===== src/rtl/pse_pkg.sv =====
// Constants shared by the port supervisor, its flash-code sequencer and its dimming generator
package pse_pkg;
  localparam int unsigned CLK_HZ = 125_000_000;
  localparam int unsigned CLK_PER_US = CLK_HZ / 1_000_000;
  localparam int unsigned CNT_W = 28;

  localparam int unsigned UV_QUAL_US = 2500;
  localparam int unsigned UV_QUAL_CYC = UV_QUAL_US * CLK_PER_US;
  localparam int unsigned DISC_TIMEOUT_US = 300_000;
  localparam int unsigned DISC_TIMEOUT_CYC = DISC_TIMEOUT_US * CLK_PER_US;
  localparam int unsigned FAULT_TIME_US = 60_000;
  localparam int unsigned FAULT_TIME_CYC = FAULT_TIME_US * CLK_PER_US;
  localparam int unsigned FAULT_DECAY_CYC = 16;

  localparam int unsigned PWM_FREQ_HZ = 25_000;
  localparam int unsigned PWM_PERIOD_CYC = CLK_HZ / PWM_FREQ_HZ;
  localparam int unsigned PWM_DUTY_DIV = 16;

  localparam int unsigned FLASH_ON_US = 250_000;
  localparam int unsigned FLASH_ON_CYC = FLASH_ON_US * CLK_PER_US;
  localparam int unsigned FLASH_OFF_US = 250_000;
  localparam int unsigned FLASH_OFF_CYC = FLASH_OFF_US * CLK_PER_US;
  localparam int unsigned FLASH_PAUSE_US = 1_000_000;
  localparam int unsigned FLASH_PAUSE_CYC = FLASH_PAUSE_US * CLK_PER_US;
  localparam logic [2:0] OC_FLASHES = 3'h2;
  localparam logic [2:0] SIG_FLASHES = 3'h5;

  localparam logic [6:0] TRI_STEP_CYC = 7'h40;
  localparam logic [7:0] TRI_MAX = 8'hFF;

  localparam logic [7:0] REG_CTRL = 8'h00;
  localparam logic [7:0] REG_STATUS = 8'h04;
  localparam logic [7:0] REG_INT_STATUS = 8'h08;
  localparam logic [7:0] REG_INT_ENABLE = 8'h0C;
  localparam logic [7:0] REG_INT_CLEAR = 8'h10;
  localparam logic [31:0] CTRL_RST = 32'h0000_0001;

  localparam int unsigned EV_OC = 0;
  localparam int unsigned EV_DISC = 1;
  localparam int unsigned EV_OV = 2;
  localparam int unsigned EV_THERM = 3;
  localparam int unsigned EV_SIG = 4;
  localparam int unsigned EV_W = 5;

  localparam int unsigned PIN_UV_OK = 0;
  localparam int unsigned PIN_OV = 1;
  localparam int unsigned PIN_MODE = 2;
  localparam int unsigned PIN_DC_LOW = 3;
  localparam int unsigned PIN_AC_LOW = 4;
  localparam int unsigned PIN_HOT = 5;
  localparam int unsigned PIN_COOL = 6;
  localparam int unsigned PIN_DIM = 7;
  localparam int unsigned PIN_OC = 8;
  localparam int unsigned PIN_REQ = 9;
  localparam int unsigned PIN_SIG = 10;
  localparam int unsigned PIN_W = 11;
endpackage


===== src/rtl/dimming_pwm.sv =====
// Free-running pulse generator used to dim the status LED
module dimming_pwm #(
  parameter int unsigned PERIOD_CYC = pse_pkg::PWM_PERIOD_CYC
) (
  input wire logic core_clk,
  input wire logic sys_rst,
  output logic pwm_on
);
  typedef struct packed {
    logic [15:0] cnt;
  } pwm_state_t;

  pwm_state_t q_r;
  pwm_state_t q_nxt;

  always_comb
  begin
    q_nxt = q_r;
    if (q_r.cnt >= 16'(PERIOD_CYC - 1))
      q_nxt.cnt = 16'h0000;
    else
      q_nxt.cnt = q_r.cnt + 16'h0001;
  end

  always_ff @(posedge core_clk or posedge sys_rst)
  begin
    if (sys_rst)
      q_r <= '0;
    else
      q_r <= q_nxt;
  end

  // One sixteenth of the period high
  assign pwm_on = (q_r.cnt < 16'(PERIOD_CYC / pse_pkg::PWM_DUTY_DIV));
endmodule // dimming_pwm


===== src/rtl/flash_code_gen.sv =====
// Sequencer that blinks a repeating series of LED flashes followed by a pause
module flash_code_gen #(
  parameter int unsigned ON_CYC = pse_pkg::FLASH_ON_CYC,
  parameter int unsigned OFF_CYC = pse_pkg::FLASH_OFF_CYC,
  parameter int unsigned PAUSE_CYC = pse_pkg::FLASH_PAUSE_CYC
) (
  input wire logic core_clk,
  input wire logic sys_rst,
  input wire logic enable,
  input wire logic [2:0] flash_count,
  output logic flash_on
);
  typedef enum logic [1:0] {PH_ON, PH_OFF, PH_PAUSE} phase_t;
  typedef struct packed {
    phase_t ph;
    logic [pse_pkg::CNT_W-1:0] cnt;
    logic [2:0] done;
  } flash_state_t;

  flash_state_t q_r;
  flash_state_t q_nxt;

  always_comb
  begin
    q_nxt = q_r;
    q_nxt.cnt = q_r.cnt + 1'b1;
    case (q_r.ph)
      PH_ON:
      begin
        if (q_r.cnt >= pse_pkg::CNT_W'(ON_CYC - 1))
        begin
          q_nxt.ph = PH_OFF;
          q_nxt.cnt = '0;
          q_nxt.done = q_r.done + 3'h1;
        end
      end
      PH_OFF:
      begin
        if (q_r.cnt >= pse_pkg::CNT_W'(OFF_CYC - 1))
        begin
          q_nxt.cnt = '0;
          if (q_r.done >= flash_count)
          begin
            q_nxt.ph = PH_PAUSE;
            q_nxt.done = 3'h0;
          end
          else
            q_nxt.ph = PH_ON;
        end
      end
      PH_PAUSE:
      begin
        if (q_r.cnt >= pse_pkg::CNT_W'(PAUSE_CYC - 1))
        begin
          q_nxt.ph = PH_ON;
          q_nxt.cnt = '0;
        end
      end
      default:
      begin
        q_nxt.ph = PH_ON;
        q_nxt.cnt = '0;
      end
    endcase
    // Restart from the first flash so a new code always opens cleanly
    if (!enable)
    begin
      q_nxt.ph = PH_ON;
      q_nxt.cnt = '0;
      q_nxt.done = 3'h0;
    end
  end

  always_ff @(posedge core_clk or posedge sys_rst)
  begin
    if (sys_rst)
      q_r <= '0;
    else
      q_r <= q_nxt;
  end

  assign flash_on = enable && (q_r.ph == PH_ON);
endmodule // flash_code_gen


===== src/rtl/pse_port_supervisor_led.sv =====
// Port supervisor: lockouts, disconnect monitoring, fault timer, thermal handling, LED and registers
module pse_port_supervisor_led #(
  parameter int unsigned UV_QUAL_CYC_P = pse_pkg::UV_QUAL_CYC,
  parameter int unsigned DISC_CYC_P = pse_pkg::DISC_TIMEOUT_CYC,
  parameter int unsigned FAULT_CYC_P = pse_pkg::FAULT_TIME_CYC,
  parameter int unsigned PWM_PERIOD_P = pse_pkg::PWM_PERIOD_CYC,
  parameter int unsigned FLASH_ON_P = pse_pkg::FLASH_ON_CYC,
  parameter int unsigned FLASH_OFF_P = pse_pkg::FLASH_OFF_CYC,
  parameter int unsigned FLASH_PAUSE_P = pse_pkg::FLASH_PAUSE_CYC
) (
  input wire logic core_clk,
  input wire logic sys_rst,
  input wire logic supply_undervoltage_lockout,
  input wire logic supply_overvoltage_detect,
  input wire logic disconnect_mode_pin,
  input wire logic dc_disconnect_threshold,
  input wire logic ac_disconnect_threshold,
  input wire logic die_hot,
  input wire logic die_cool,
  input wire logic led_dimming_enable,
  input wire logic overcurrent_detect,
  input wire logic power_request,
  input wire logic signature_fault,
  input wire logic [7:0] reg_addr,
  input wire logic [31:0] reg_wdata,
  input wire logic reg_wr,
  input wire logic reg_rd,
  output logic [31:0] reg_rdata,
  output logic irq,
  output logic port_power,
  output logic logic_in_reset,
  output logic led_sink_oe,
  output logic [7:0] probe_pin
);
  typedef enum logic [1:0] {ST_RESET, ST_IDLE, ST_POWERED, ST_OC_OFF} port_state_t;
  typedef struct packed {
    logic [pse_pkg::PIN_W-1:0] sync1;
    logic [pse_pkg::PIN_W-1:0] sync2;
    port_state_t st;
    logic ac_mode;
    logic therm_fault;
    logic oc_fault;
    logic sig_fault;
    logic [pse_pkg::CNT_W-1:0] uv_cnt;
    logic [pse_pkg::CNT_W-1:0] disc_cnt;
    logic [pse_pkg::CNT_W-1:0] fault_cnt;
    logic [4:0] decay_cnt;
    logic [7:0] tri_code;
    logic tri_down;
    logic [6:0] tri_div;
    logic [31:0] ctrl;
    logic [pse_pkg::EV_W-1:0] int_status;
    logic [pse_pkg::EV_W-1:0] int_enable;
    logic [31:0] rdata;
    logic irq;
    logic port_power;
    logic in_reset;
    logic led_sink;
    logic [7:0] probe;
  } sup_state_t;

  sup_state_t q_r;
  sup_state_t q_nxt;
  logic pwm_on;
  logic oc_flash;
  logic sig_flash;

  function automatic logic reg_hit(input logic strobe, input logic [7:0] addr, input logic [7:0] offs);
    reg_hit = strobe && (addr == offs);
  endfunction

  function automatic logic [6:0] tri_step_m1();
    tri_step_m1 = pse_pkg::TRI_STEP_CYC - 7'h01;
  endfunction

  dimming_pwm #(
    .PERIOD_CYC(PWM_PERIOD_P)
  ) u_pwm (
    .core_clk(core_clk),
    .sys_rst(sys_rst),
    .pwm_on(pwm_on)
  );

  flash_code_gen #(
    .ON_CYC(FLASH_ON_P),
    .OFF_CYC(FLASH_OFF_P),
    .PAUSE_CYC(FLASH_PAUSE_P)
  ) u_oc_flash (
    .core_clk(core_clk),
    .sys_rst(sys_rst),
    .enable(q_r.oc_fault),
    .flash_count(pse_pkg::OC_FLASHES),
    .flash_on(oc_flash)
  );

  flash_code_gen #(
    .ON_CYC(FLASH_ON_P),
    .OFF_CYC(FLASH_OFF_P),
    .PAUSE_CYC(FLASH_PAUSE_P)
  ) u_sig_flash (
    .core_clk(core_clk),
    .sys_rst(sys_rst),
    .enable(q_r.sig_fault),
    .flash_count(pse_pkg::SIG_FLASHES),
    .flash_on(sig_flash)
  );

  always_comb
  begin
    logic [pse_pkg::PIN_W-1:0] s;
    logic [pse_pkg::EV_W-1:0] ev;
    logic [pse_pkg::EV_W-1:0] clr;
    logic disc_low;
    logic decay_tick;
    logic led_on;
    s = q_r.sync2;
    ev = '0;
    clr = '0;
    disc_low = 1'b0;
    decay_tick = 1'b0;
    led_on = 1'b0;
    q_nxt = q_r;
    q_nxt.sync1 = {signature_fault, power_request, overcurrent_detect, led_dimming_enable, die_cool, die_hot,
                   ac_disconnect_threshold, dc_disconnect_threshold, disconnect_mode_pin,
                   supply_overvoltage_detect, supply_undervoltage_lockout};
    q_nxt.sync2 = q_r.sync1;

    if (q_r.uv_cnt < pse_pkg::CNT_W'(UV_QUAL_CYC_P))
      q_nxt.uv_cnt = q_r.uv_cnt + 1'b1;

    // Slow decay lets repeated short overloads still build up to a fault
    if (q_r.decay_cnt >= 5'(pse_pkg::FAULT_DECAY_CYC - 1))
    begin
      q_nxt.decay_cnt = 5'h00;
      decay_tick = 1'b1;
    end
    else
      q_nxt.decay_cnt = q_r.decay_cnt + 5'h01;

    case (q_r.st)
      ST_RESET:
      begin
        q_nxt.port_power = 1'b0;
        q_nxt.oc_fault = 1'b0;
        q_nxt.sig_fault = 1'b0;
        q_nxt.fault_cnt = '0;
        if (q_r.uv_cnt >= pse_pkg::CNT_W'(UV_QUAL_CYC_P) && !q_r.therm_fault)
        begin
          q_nxt.st = ST_IDLE;
          q_nxt.ac_mode = s[pse_pkg::PIN_MODE];
        end
      end
      ST_IDLE:
      begin
        if (s[pse_pkg::PIN_SIG])
        begin
          q_nxt.sig_fault = 1'b1;
          q_nxt.oc_fault = 1'b0;
          ev[pse_pkg::EV_SIG] = 1'b1;
        end
        else if (s[pse_pkg::PIN_REQ] && q_r.ctrl[0] && !s[pse_pkg::PIN_OV])
        begin
          q_nxt.st = ST_POWERED;
          q_nxt.port_power = 1'b1;
          q_nxt.disc_cnt = '0;
          q_nxt.fault_cnt = '0;
          q_nxt.oc_fault = 1'b0;
          q_nxt.sig_fault = 1'b0;
        end
      end
      ST_POWERED:
      begin
        if (s[pse_pkg::PIN_OC])
          q_nxt.fault_cnt = q_r.fault_cnt + 1'b1;
        else if (decay_tick && q_r.fault_cnt != '0)
          q_nxt.fault_cnt = q_r.fault_cnt - 1'b1;
        disc_low = q_r.ac_mode ? s[pse_pkg::PIN_AC_LOW] : s[pse_pkg::PIN_DC_LOW];
        q_nxt.disc_cnt = disc_low ? q_r.disc_cnt + 1'b1 : '0;
        if (q_r.fault_cnt >= pse_pkg::CNT_W'(FAULT_CYC_P))
        begin
          q_nxt.st = ST_OC_OFF;
          q_nxt.port_power = 1'b0;
          q_nxt.oc_fault = 1'b1;
          q_nxt.fault_cnt = q_r.fault_cnt;
          ev[pse_pkg::EV_OC] = 1'b1;
        end
        else if (q_r.disc_cnt >= pse_pkg::CNT_W'(DISC_CYC_P))
        begin
          q_nxt.st = ST_IDLE;
          q_nxt.port_power = 1'b0;
          ev[pse_pkg::EV_DISC] = 1'b1;
        end
        else if (!q_r.ctrl[0])
        begin
          q_nxt.st = ST_IDLE;
          q_nxt.port_power = 1'b0;
        end
      end
      ST_OC_OFF:
      begin
        q_nxt.port_power = 1'b0;
        if (q_r.fault_cnt == '0)
          q_nxt.st = ST_IDLE;
        else if (decay_tick)
          q_nxt.fault_cnt = q_r.fault_cnt - 1'b1;
      end
      default:
        q_nxt.st = ST_RESET;
    endcase

    if (s[pse_pkg::PIN_OV])
    begin
      q_nxt.port_power = 1'b0;
      if (q_r.st == ST_POWERED)
        q_nxt.st = ST_IDLE;
      if (q_r.port_power)
        ev[pse_pkg::EV_OV] = 1'b1;
    end

    if (s[pse_pkg::PIN_HOT] && !q_r.therm_fault)
    begin
      q_nxt.therm_fault = 1'b1;
      ev[pse_pkg::EV_THERM] = 1'b1;
    end
    else if (q_r.therm_fault && s[pse_pkg::PIN_COOL] && !s[pse_pkg::PIN_HOT])
      q_nxt.therm_fault = 1'b0;

    // Thermal fault and lockout both force reset; requalification follows their release
    if (q_nxt.therm_fault || !s[pse_pkg::PIN_UV_OK])
    begin
      q_nxt.st = ST_RESET;
      q_nxt.port_power = 1'b0;
      q_nxt.uv_cnt = '0;
    end
    q_nxt.in_reset = (q_nxt.st == ST_RESET);

    if (q_r.ac_mode && q_r.st != ST_RESET)
    begin
      if (q_r.tri_div >= tri_step_m1())
      begin
        q_nxt.tri_div = 7'h00;
        if (q_r.tri_down)
        begin
          q_nxt.tri_code = q_r.tri_code - 8'h01;
          q_nxt.tri_down = (q_r.tri_code != 8'h01);
        end
        else
        begin
          q_nxt.tri_code = q_r.tri_code + 8'h01;
          q_nxt.tri_down = (q_r.tri_code == pse_pkg::TRI_MAX - 8'h01);
        end
      end
      else
        q_nxt.tri_div = q_r.tri_div + 7'h01;
      q_nxt.probe = q_r.tri_code;
    end
    else
    begin
      q_nxt.tri_div = 7'h00;
      q_nxt.tri_code = 8'h00;
      q_nxt.tri_down = 1'b0;
      q_nxt.probe = 8'h00;
    end

    if (q_r.oc_fault)
      led_on = oc_flash;
    else if (q_r.sig_fault)
      led_on = sig_flash;
    else
      led_on = (q_r.st == ST_POWERED) && q_r.port_power;
    q_nxt.led_sink = led_on && (!s[pse_pkg::PIN_DIM] || pwm_on);

    if (reg_hit(reg_wr, reg_addr, pse_pkg::REG_CTRL))
      q_nxt.ctrl = {31'h0000_0000, reg_wdata[0]};
    if (reg_hit(reg_wr, reg_addr, pse_pkg::REG_INT_ENABLE))
      q_nxt.int_enable = reg_wdata[pse_pkg::EV_W-1:0];
    if (reg_hit(reg_wr, reg_addr, pse_pkg::REG_INT_CLEAR))
      clr = reg_wdata[pse_pkg::EV_W-1:0];
    // A new event outranks a clear in the same cycle
    q_nxt.int_status = (q_r.int_status & ~clr) | ev;
    q_nxt.irq = |(q_nxt.int_status & q_nxt.int_enable);

    q_nxt.rdata = 32'h0000_0000;
    if (reg_hit(reg_rd, reg_addr, pse_pkg::REG_CTRL))
      q_nxt.rdata = q_r.ctrl;
    if (reg_hit(reg_rd, reg_addr, pse_pkg::REG_STATUS))
      q_nxt.rdata = {24'h00_0000, q_r.in_reset, q_r.ac_mode, q_r.therm_fault, q_r.oc_fault,
                     q_r.sig_fault, q_r.port_power, q_r.st};
    if (reg_hit(reg_rd, reg_addr, pse_pkg::REG_INT_STATUS))
      q_nxt.rdata = {27'h000_0000, q_r.int_status};
    if (reg_hit(reg_rd, reg_addr, pse_pkg::REG_INT_ENABLE))
      q_nxt.rdata = {27'h000_0000, q_r.int_enable};
  end

  always_ff @(posedge core_clk or posedge sys_rst)
  begin
    if (sys_rst)
    begin
      q_r <= '0;
      q_r.st <= ST_RESET;
      q_r.in_reset <= 1'b1;
      q_r.ctrl <= pse_pkg::CTRL_RST;
    end
    else
      q_r <= q_nxt;
  end

  assign reg_rdata = q_r.rdata;
  assign irq = q_r.irq;
  assign port_power = q_r.port_power;
  assign logic_in_reset = q_r.in_reset;
  assign led_sink_oe = q_r.led_sink;
  assign probe_pin = q_r.probe;
endmodule // pse_port_supervisor_led


===== config.mk =====
export PLATFORM = sky130hd
export DESIGN_NAME = pse_port_supervisor_led
export DESIGN_NICKNAME = d
export VERILOG_FILES = /design/src/rtl/pse_pkg.sv /design/src/rtl/dimming_pwm.sv /design/src/rtl/flash_code_gen.sv /design/src/rtl/pse_port_supervisor_led.sv
export SDC_FILE = /design/constraint.sdc
export NUM_CORES = 1
export LEC_CHECK = 0
export ABC_AREA = 1
export BUFFER_PORTS_ARGS = -buffer_cell sky130_fd_sc_hd__buf_2
export CAP_MARGIN = 20
export CORE_ASPECT_RATIO = 0.6
export CORE_UTILIZATION = 40
export CTS_BUF_LIST = sky130_fd_sc_hd__clkbuf_8
export CTS_CLUSTER_SIZE = 10
export DETAILED_ROUTE_END_ITERATION = 10
export GPL_ROUTABILITY_DRIVEN = 0
export GPL_TIMING_DRIVEN = 0
export PLACE_DENSITY = 0.58
export SLEW_MARGIN = 15
export SYNTH_ARGS = -nofsm -noshare
export SYNTH_HDL_FRONTEND = slang
export SYNTH_HIERARCHICAL = 1
export SYNTH_SLANG_ARGS = --single-unit

===== constraint.sdc =====
create_clock -name core_clk -period 5.4 [get_ports core_clk]
set_input_delay 0.81 -clock core_clk [delete_from_list [all_inputs] [get_ports core_clk]]
set_output_delay 0.81 -clock core_clk [all_outputs]
set_load 0.01 [all_outputs]

==> impl_metrics.csv, run 1 <==
group,metric,value,unit
outcome,status,"finished, final reports clean",
yosys,mappedNetlistArea,0.01519,mm2
setup_path,r2r-start,"q_r[102]",
floorplan,start_util,0.4118,
flow_run,drv_cap,0,
power,ir_drop,172.7,uV
setup_path,ff2ff_setup_slack,3.00,ns
yosys,syn_inst,2006,
final_layout,drive_above_1_share,0.1663,
yosys,ys_seq_area_frac,0.4054,
timing,drv_slew,0,
grt,grt_use_total,0.2016,
placement,hpwl,28.37,mm
cts,clk_path_buf_depth,3,
power,pwr_density_cell,214.1,mW/mm2
placement,port_buffers,46,
yosys,synth_compound_area_frac,0.1096,
cts,cts_made_buffers,41,
yosys,synth.largest_area_cell,"dfrtp_1",
grt,grt_pass1_vias,12120,
routing,avgViaCountPerCell,4.961,
floorplan,fp.dieH,153.0,um
timing,hold_viol,0,
hold_path,hold_end,"q_r[203]",
setup_path,start_kind,"flop",
power,p_leak,7.858,nW
cts,cts.sinks,246,
yosys,avgSynthCellArea,7.573,um2
timing,rsz0062_at_grt,"no",
cts,holdBufCountCts,0,
timing,layout_min_cycle_time,2.405,ns
power,p_sw,0.8815,mW
setup_path,r2r-end,"q_r[115]",
routing,drt-total-wl,38.30,mm
yosys,synthFlopType,"dfrtp_1",
setup_path,cp_data_required_time,5.88,ns
routing,drc,0,
yosys,yosys-top-cells-area,"dfrtp_1 (40%), nand2_1 (11%), nor2_1 (6.8%)",
yosys,ys_async_sr_fraction,1.000,
cts,tritoncts,"built",
timing,setup_viol,0,
timing,max_freq,0.4159,GHz
grt,grt_overflow,0,
yosys,synthMuxAreaShare,0,
routing,postRouteAntennaNets,0,
yosys,synth_seq_cells,246,
power,combPwrFrac,0.035,
yosys,yosysWarnings,6,
cts,cts_setup_buffers,0,
yosys,synth-xor-area-share,0.03747,
hold_path,hp-class,"flop to flop",
grt,grt_pass1_wl,63.28,mm
power,seqPwrFrac,0.513,
final_layout,num_antenna_cells,0,
cts,htree_num_levels,2,
routing,drt-initial-drc-count,1087,
placement,dp_slack,2.649,ns
cts,worst_skew_pair.late_latency,0.58,ns
yosys,netlist.area_leader.share,0.4019,
timing,min_period_over_period,0.4453,
timing,setup_slack,2.995,ns
final_layout,area_growth,12.02,%
cts,clkTransAtPathRegs,0.06,ns
final_layout,nNetsFinal,2207,
yosys,ys_types,55,
grt,antenna_found_initial,1,
setup_path,worst_setup_path_end_kind,"flop",
routing,wire_per_inst,14.38,um
hold_path,hold_path.startpoint,"q_nxt[203]",
yosys,synthTopCellsByCount,"nand2_1 (454), nor2_1 (276), dfrtp_1 (244)",
grt,grt_max_degree,94,
floorplan,die_w,253.6,um
timing,tns,0,ns
setup_path,crit_fanout,10,
floorplan,pin_count,99,
cts,postCtsResizedCells,0,
floorplan,rows,54,
cts,root_buffer,"clkbuf_8",
routing,dr.pass1.iters,5,
floorplan,die-area,0.03879,mm2
setup_path,crit_type,"flop to flop",
final_layout,fillers,3750,
yosys,yosys.area_share.simple,0.3262,
timing,clock_skew,0.03531,ns
yosys,synth_top_family_by_area,"simple AND/OR/NAND/NOR gates",
timing,slew_headroom,0.5100,
power,p_int,2.763,mW
yosys,synth_edf_count,0,
timing,tightestPinTransition,0.7340,ns
setup_path,worstPathArrival,2.88,ns
yosys,yosysMostFrequentCell,"nand2_1",
setup_path,ff2ff_path_depth,14,
yosys,synth_fa_ha_area_frac,0.02059,
hold_path,worstHoldPathCells,0,
floorplan,core_area,0.03689,mm2
routing,vias,13210,
power,clock_power_share,0.453,
power,p_sw_frac,0.2419,
==> state kept, by name, summed over array words and instances (netlist names) <==
signal / cells
u_oc_flash/q_r: 33
led_sink_oe: 1
reg_rdata: 8
u_sig_flash/q_r: 33
q_r: 133
port_power: 1
u_pwm/q_r: 16
probe_pin: 8
q_nxt: 11
irq: 1
logic_in_reset: 1
==> cells in the final DEF, fill, tap and decap left out, types with 4 or more instances in the layout <==
cell type  synthesis  final
nor3_2             6      6
nand4_1           40     40
o21ai_0           92     92
o21a_1             5      5
o31ai_1            4      4
nand3_2           13     13
buf_12             4      4
inv_2             17     19
xor2_1            44     44
nor2_1           276    276
nor3_1            41     41
nand2_1          454    454
nand3_1          132    132
inv_1            217    229
nand2_2           34     34
buf_6              9      9
clkinv_2           0      7
nor4_1             7      7
ha_1              25     25
xnor2_1           21     21
a21oi_2           42     42
nor2_4            19     19
o21ai_1           23     23
dfrtp_1          244    244
a21oi_1           74     74
conb_1             5     36
buf_4             45     45
nand3b_1           5      5
clkbuf_8           0     52
buf_2             11     57
nor2_2            29     29
o211ai_1           9      9
a31oi_1            5      5
nand3_4            5      5
o22ai_1            9      9
clkbuf_1           6      6
==> area by class of cell <==
cell class | instances | area (um2) | area share
multi-input cells | 1479 | 7639 | 0.4488
flip-flops and latches | 246 | 6158 | 0.3619
inverters | 235 | 892.1 | 0.05242
clock buffers | 52 | 715.7 | 0.04205
well taps | 504 | 630.6 | 0.03705
plain buffers | 77 | 626.9 | 0.03683
repair buffers | 47 | 257.7 | 0.01514
clock inverters | 23 | 98.84 | 0.005808
==> kinds of logic after synthesis <==
logic type      after synthesis
other cells                   5
simple gates               1075
flops                       246
compound gates              278
fa+ha+maj                    25
buf+inv                     312
xor+xnor                     65
==> critical path, stage by stage (launching register included) <==
cell and delay, ns:
dfrtp_1 0.38, ha_1 0.18, nand2_1 0.08, nor2_1 0.11, ha_1 0.16, nor2_1 0.04, o21ai_1 0.24, o21ai_1 0.13
nand2_1 0.14, nand3_4 0.19, inv_2 0.11, buf_6 0.17, buf_6 0.19, nand2_1 0.06, o21ai_1 0.12
==> worst max-delay path by stage <==
stage                 from            to  slack (ns)  depth (start not counted)
3_5_place_dp   reg_addr[1]  reg_rdata[4]        2.65                          7
2_1_floorplan      sys_rst           irq        0.16                          1
3_3_place_gp       sys_rst      q_r[166]       -2.03                          2
6_report          q_r[102]      q_r[115]        3.00                         14
5_1_grt           q_r[102]      q_r[115]        2.80                         14
4_1_cts           q_r[102]      q_r[115]        3.04                         14
==> stage by stage <==
step / total power, mW / cells / hold slack, ns / utilization / area [um2]
global route: 3.819 / 2663 / 0.3134 / 0.4613 / 17020
CTS: 3.720 / 2663 / 0.2998 / 0.4613 / 17020
floorplan: 1.985 / 2037 / 0.3312 / - / 15310
finish: 3.644 / 2663 / 0.3362 / 0.4613 / 17020
detailed placement: 2.031 / 2588 / 0.3371 / 0.4393 / 16200
global placement: 2.026 / 2587 / 0.3333 / 0.4383 / 16170
==> per-layer routing <==
layer  track usage  vias to the layer above  wire length, um
met1        0.3255                     6122            20340
met5             0                        -                0
met4       0.04964                        0              704
met3       0.03849                       56             2517
li1              -                     6656                -
met2        0.2673                      377            14740
==> power groups by stage <==
stage	registers, mW	logic, mW	clock network (mW)
after floorplan	1.90	0.0852	0
after global placement	1.90	0.124	0
after detailed placement	1.90	0.129	0
after CTS	1.87	0.129	1.72
after global routing	1.87	0.144	1.81
final	1.87	0.126	1.65
Note: power is estimated with default switching activity, not from simulation.
==> run 2: changes to the inputs <==
--- a/config.mk
+++ b/config.mk
@@ -5,7 +5,7 @@
 export SDC_FILE = /design/constraint.sdc
 export NUM_CORES = 1
 export LEC_CHECK = 0
-export ABC_AREA = 1
+export ABC_AREA = 0
 export BUFFER_PORTS_ARGS = -buffer_cell sky130_fd_sc_hd__buf_2
 export CAP_MARGIN = 20
 export CORE_ASPECT_RATIO = 0.6
@@ -15,7 +15,7 @@
 export DETAILED_ROUTE_END_ITERATION = 10
 export GPL_ROUTABILITY_DRIVEN = 0
 export GPL_TIMING_DRIVEN = 0
-export PLACE_DENSITY = 0.58
+export PLACE_DENSITY = 0.56
 export SLEW_MARGIN = 15
 export SYNTH_ARGS = -nofsm -noshare
 export SYNTH_HDL_FRONTEND = slang
==> constraint.sdc (replaced) <==
create_clock -name core_clk -period 2.5 [get_ports core_clk]
set_input_delay 0.375 -clock core_clk [delete_from_list [all_inputs] [get_ports core_clk]]
set_output_delay 0.375 -clock core_clk [all_outputs]
set_load 0.01 [all_outputs]
==> run 2 against run 1 <==
Critical path depth decreased by 7. Count of clock-buffer cells in the layout increased by 1. Register-to-register slack got worse by 3.0 ns. Combinational power increased by 130%. Fmax decreased by 2.6%. Area after synthesis decreased by 11%. Design area decreased by 6.2%. Cell count decreased by 23%. Critical path type unchanged. Largest cell class unchanged. Highest routed layer unchanged.
==> impl_metrics.csv, run 2 <==
group,metric,value,unit
routing,drt-initial-drc-count,1213,
yosys,syn_inst,1429,
setup_path,r2r-end,"q_r[122]",
routing,drt-total-wl,33.84,mm
hold_path,hold_path.startpoint,"reg_wdata[1]",
setup_path,ff2ff_setup_slack,0.03,ns
final_layout,area_growth,18.26,%
routing,wire_per_inst,16.41,um
floorplan,fp.dieH,144.3,um
hold_path,hp-class,"input port to flop",
yosys,ys_seq_area_frac,0.4562,
routing,top_layer_used,"met4",
final_layout,final_common_cell,"dfrtp_1",
final_layout,nNetsFinal,1661,
timing,max_freq,0.4051,GHz
timing,hold_viol,0,
timing,layout_min_cycle_time,2.469,ns
routing,postRouteAntennaNets,0,
routing,avgViaCountPerCell,5.448,
floorplan,rows,51,
cts,cts.sinks,246,
placement,hpwl,23.53,mm
routing,wl_met3,2.327,mm
final_layout,regMostFlops,"q_r",
setup_path,worst_setup_path_end_kind,"flop",
setup_path,ff2ff_path_depth,7,
hold_path,hold_end,"q_r[45]",
final_layout,top_regs,"q_r: 133 flops, u_oc_flash/q_r: 33 flops, u_sig_flash/q_r: 33 flops",
timing,clock_skew,0.02219,ns
yosys,synth_top_family_by_area,"simple AND/OR/NAND/NOR gates",
routing,vias,11230,
yosys,netlist.area_leader.share,0.4523,
setup_path,crit_fanout,6,
timing,tightestPinTransition,0.9371,ns
floorplan,die-area,0.03451,mm2
placement,placed_area,0.01451,mm2
yosys,ys_async_sr_fraction,1.000,
timing,drv_slew,0,
routing,drc,0,
cts,clk_path_buf_depth,3,
yosys,synth_edf_count,0,
final_layout,fin_area,0.01596,mm2
outcome,status,"finished, final reports clean",
routing,wl_met2,12.85,mm
flow_run,drv_cap,0,
yosys,yosysMostFrequentCell,"dfrtp_1",
grt,grt_overflow,0,
placement,dp_slack,-0.6291,ns
final_layout,largest_reg_flops,133,
cts,worst_skew_pair.late_latency,0.58,ns
timing,min_period_over_period,0.9875,
yosys,synth.largest_area_cell,"dfrtp_1",
yosys,synthMuxAreaShare,0.01112,
yosys,synth_seq_cells,246,
yosys,yosys.area_share.simple,0.2256,
floorplan,start_util,0.4116,
setup_path,start_kind,"flop",
placement,port_buffers,46,
floorplan,core_area,0.03280,mm2
timing,setup_viol,0,
yosys,synth_fa_ha_area_frac,0.02317,
timing,tns,0,ns
power,p_leak,6.978,nW
cts,htree_num_levels,2,
yosys,synthFlopType,"dfrtp_1",
setup_path,worstPathArrival,2.93,ns
floorplan,pin_count,99,
cts,clkTransAtPathRegs,0.08,ns
floorplan,die_w,239.2,um
yosys,synth-xor-area-share,0.06812,
grt,grt_use_total,0.1996,
final_layout,drive_above_1_share,0.1898,
setup_path,cp_data_required_time,2.96,ns
yosys,yosys-top-cells-area,"dfrtp_1 (45%), xnor2_1 (3.8%), nor2_1 (3.7%)",
hold_path,worstHoldPathCells,3,
final_layout,num_antenna_cells,0,
yosys,synthTopCellsByCount,"dfrtp_1 (244), nor2_1 (132), nand2_1 (93)",
timing,rsz0062_at_grt,"yes",
final_layout,final_cell_mix,"dfrtp_1 (236), nor2_1 (130), nand2_1 (91), a21oi_1 (91)",
setup_path,r2r-start,"q_r[114]",
yosys,avgSynthCellArea,9.447,um2
setup_path,crit_type,"flop to flop",
timing,slew_headroom,0.3739,
grt,grt_max_degree,35,
timing,setup_slack,0.03128,ns
cts,tritoncts,"built",
yosys,synth_compound_area_frac,0.1489,
grt,grt_pass1_wl,55.25,mm
power,ir_drop,320.7,uV
yosys,mappedNetlistArea,0.01350,mm2
yosys,yosysWarnings,6,
routing,drt-met1-wl,18.17,mm
cts,cts_made_buffers,41,
power,pwr_density_cell,512.5,mW/mm2
grt,antenna_found_initial,1,
yosys,ys_types,91,
cts,root_buffer,"clkbuf_8",
routing,dr.pass1.iters,5,
grt,grt_pass1_vias,10310,
## run 2: cell types whose count changed after synthesis, moves of 24 or more
cell	previous run	this run
nand2_1	454	93
inv_1	217	63
nor2_1	276	132
nand3_1	132	74
o21ai_0	92	46
clkbuf_1	6	45
a21oi_2	42	4
xnor2_1	21	58
nand2_2	34	1
and3_1	0	31
nor4_1	7	38
nor2_2	29	0
o31ai_1	4	28
## run 2: layout make-up
class | count | area, um2
plain buffers | 105 | 670.6
clock buffers | 53 | 729.5
clock inverters | 21 | 155.1
fillers | 3107 | 16830
inverters | 63 | 240.2
multi-input cells | 1040 | 6829
flip-flops and latches | 246 | 6168
well taps | 450 | 563.0
repair buffers | 84 | 608.1
## run 2: worst max path at each step
stage,startpoint,end,slack (ns),depth (start not counted)
after global placement,sys_rst,q_r[186],-1.19,2
after CTS,q_r[115],q_r[122],-0.003,8
after floorplan,sys_rst,irq,0.04,1
final,q_r[114],q_r[122],0.03,7
after global routing,q_r[110],q_r[128],-0.04,8
after detailed placement,q_r[125],q_r[119],-0.63,8
## run 2: kinds of logic after synthesis
kind of cell / count (synthesis)
AND/OR/NAND/NOR: 559
AO/OA/AOI/OAI: 301
flip-flops: 246
buffers and inverters: 174
XOR/XNOR: 105
adder cells (fa/ha/maj): 25
multiplexers: 14
other: 5
## run 2: where the power goes
group	total, mW	switching (mW)	internal (mW)
sequential	4.04	0.0233	4.02
combinational	0.286	0.178	0.108
clock	3.86	1.73	2.12
## run 2: critical path: stages (launching register included)
cell and delay, ns:
dfrtp_2 0.46, or4_4 0.59, nor4b_4 0.37, buf_4 0.18, nor4b_4 0.26, o22ai_1 0.12
o31ai_1 0.24, o31ai_1 0.12
## run 2: what timing repair did
action                     CTS  global route
pin swaps                    6             6
hold endpoints to repair    48             0
setup buffers               11            10
hold buffers                12             0
gates resized for setup     35            49
setup endpoints to repair   49            58
## run 2: stage by stage
step	util	hold WS, ns	total power [mW]	std cells
after detailed placement	0.4425	0.3347	4.388	1961
after floorplan	-	0.2887	4.285	1460
after global placement	0.4394	0.3340	4.367	1956
after CTS	0.4795	0.03845	8.319	2055
final	0.4867	0.06917	8.181	2062
after global routing	0.4867	0.04270	8.532	2062
## run 2: routing by layer
layer,vias up,global-route usage
li1,5402,-
met1,5446,0.3299
met2,342,0.2534
met3,43,0.03970
met4,0,0.04993
met5,-,0
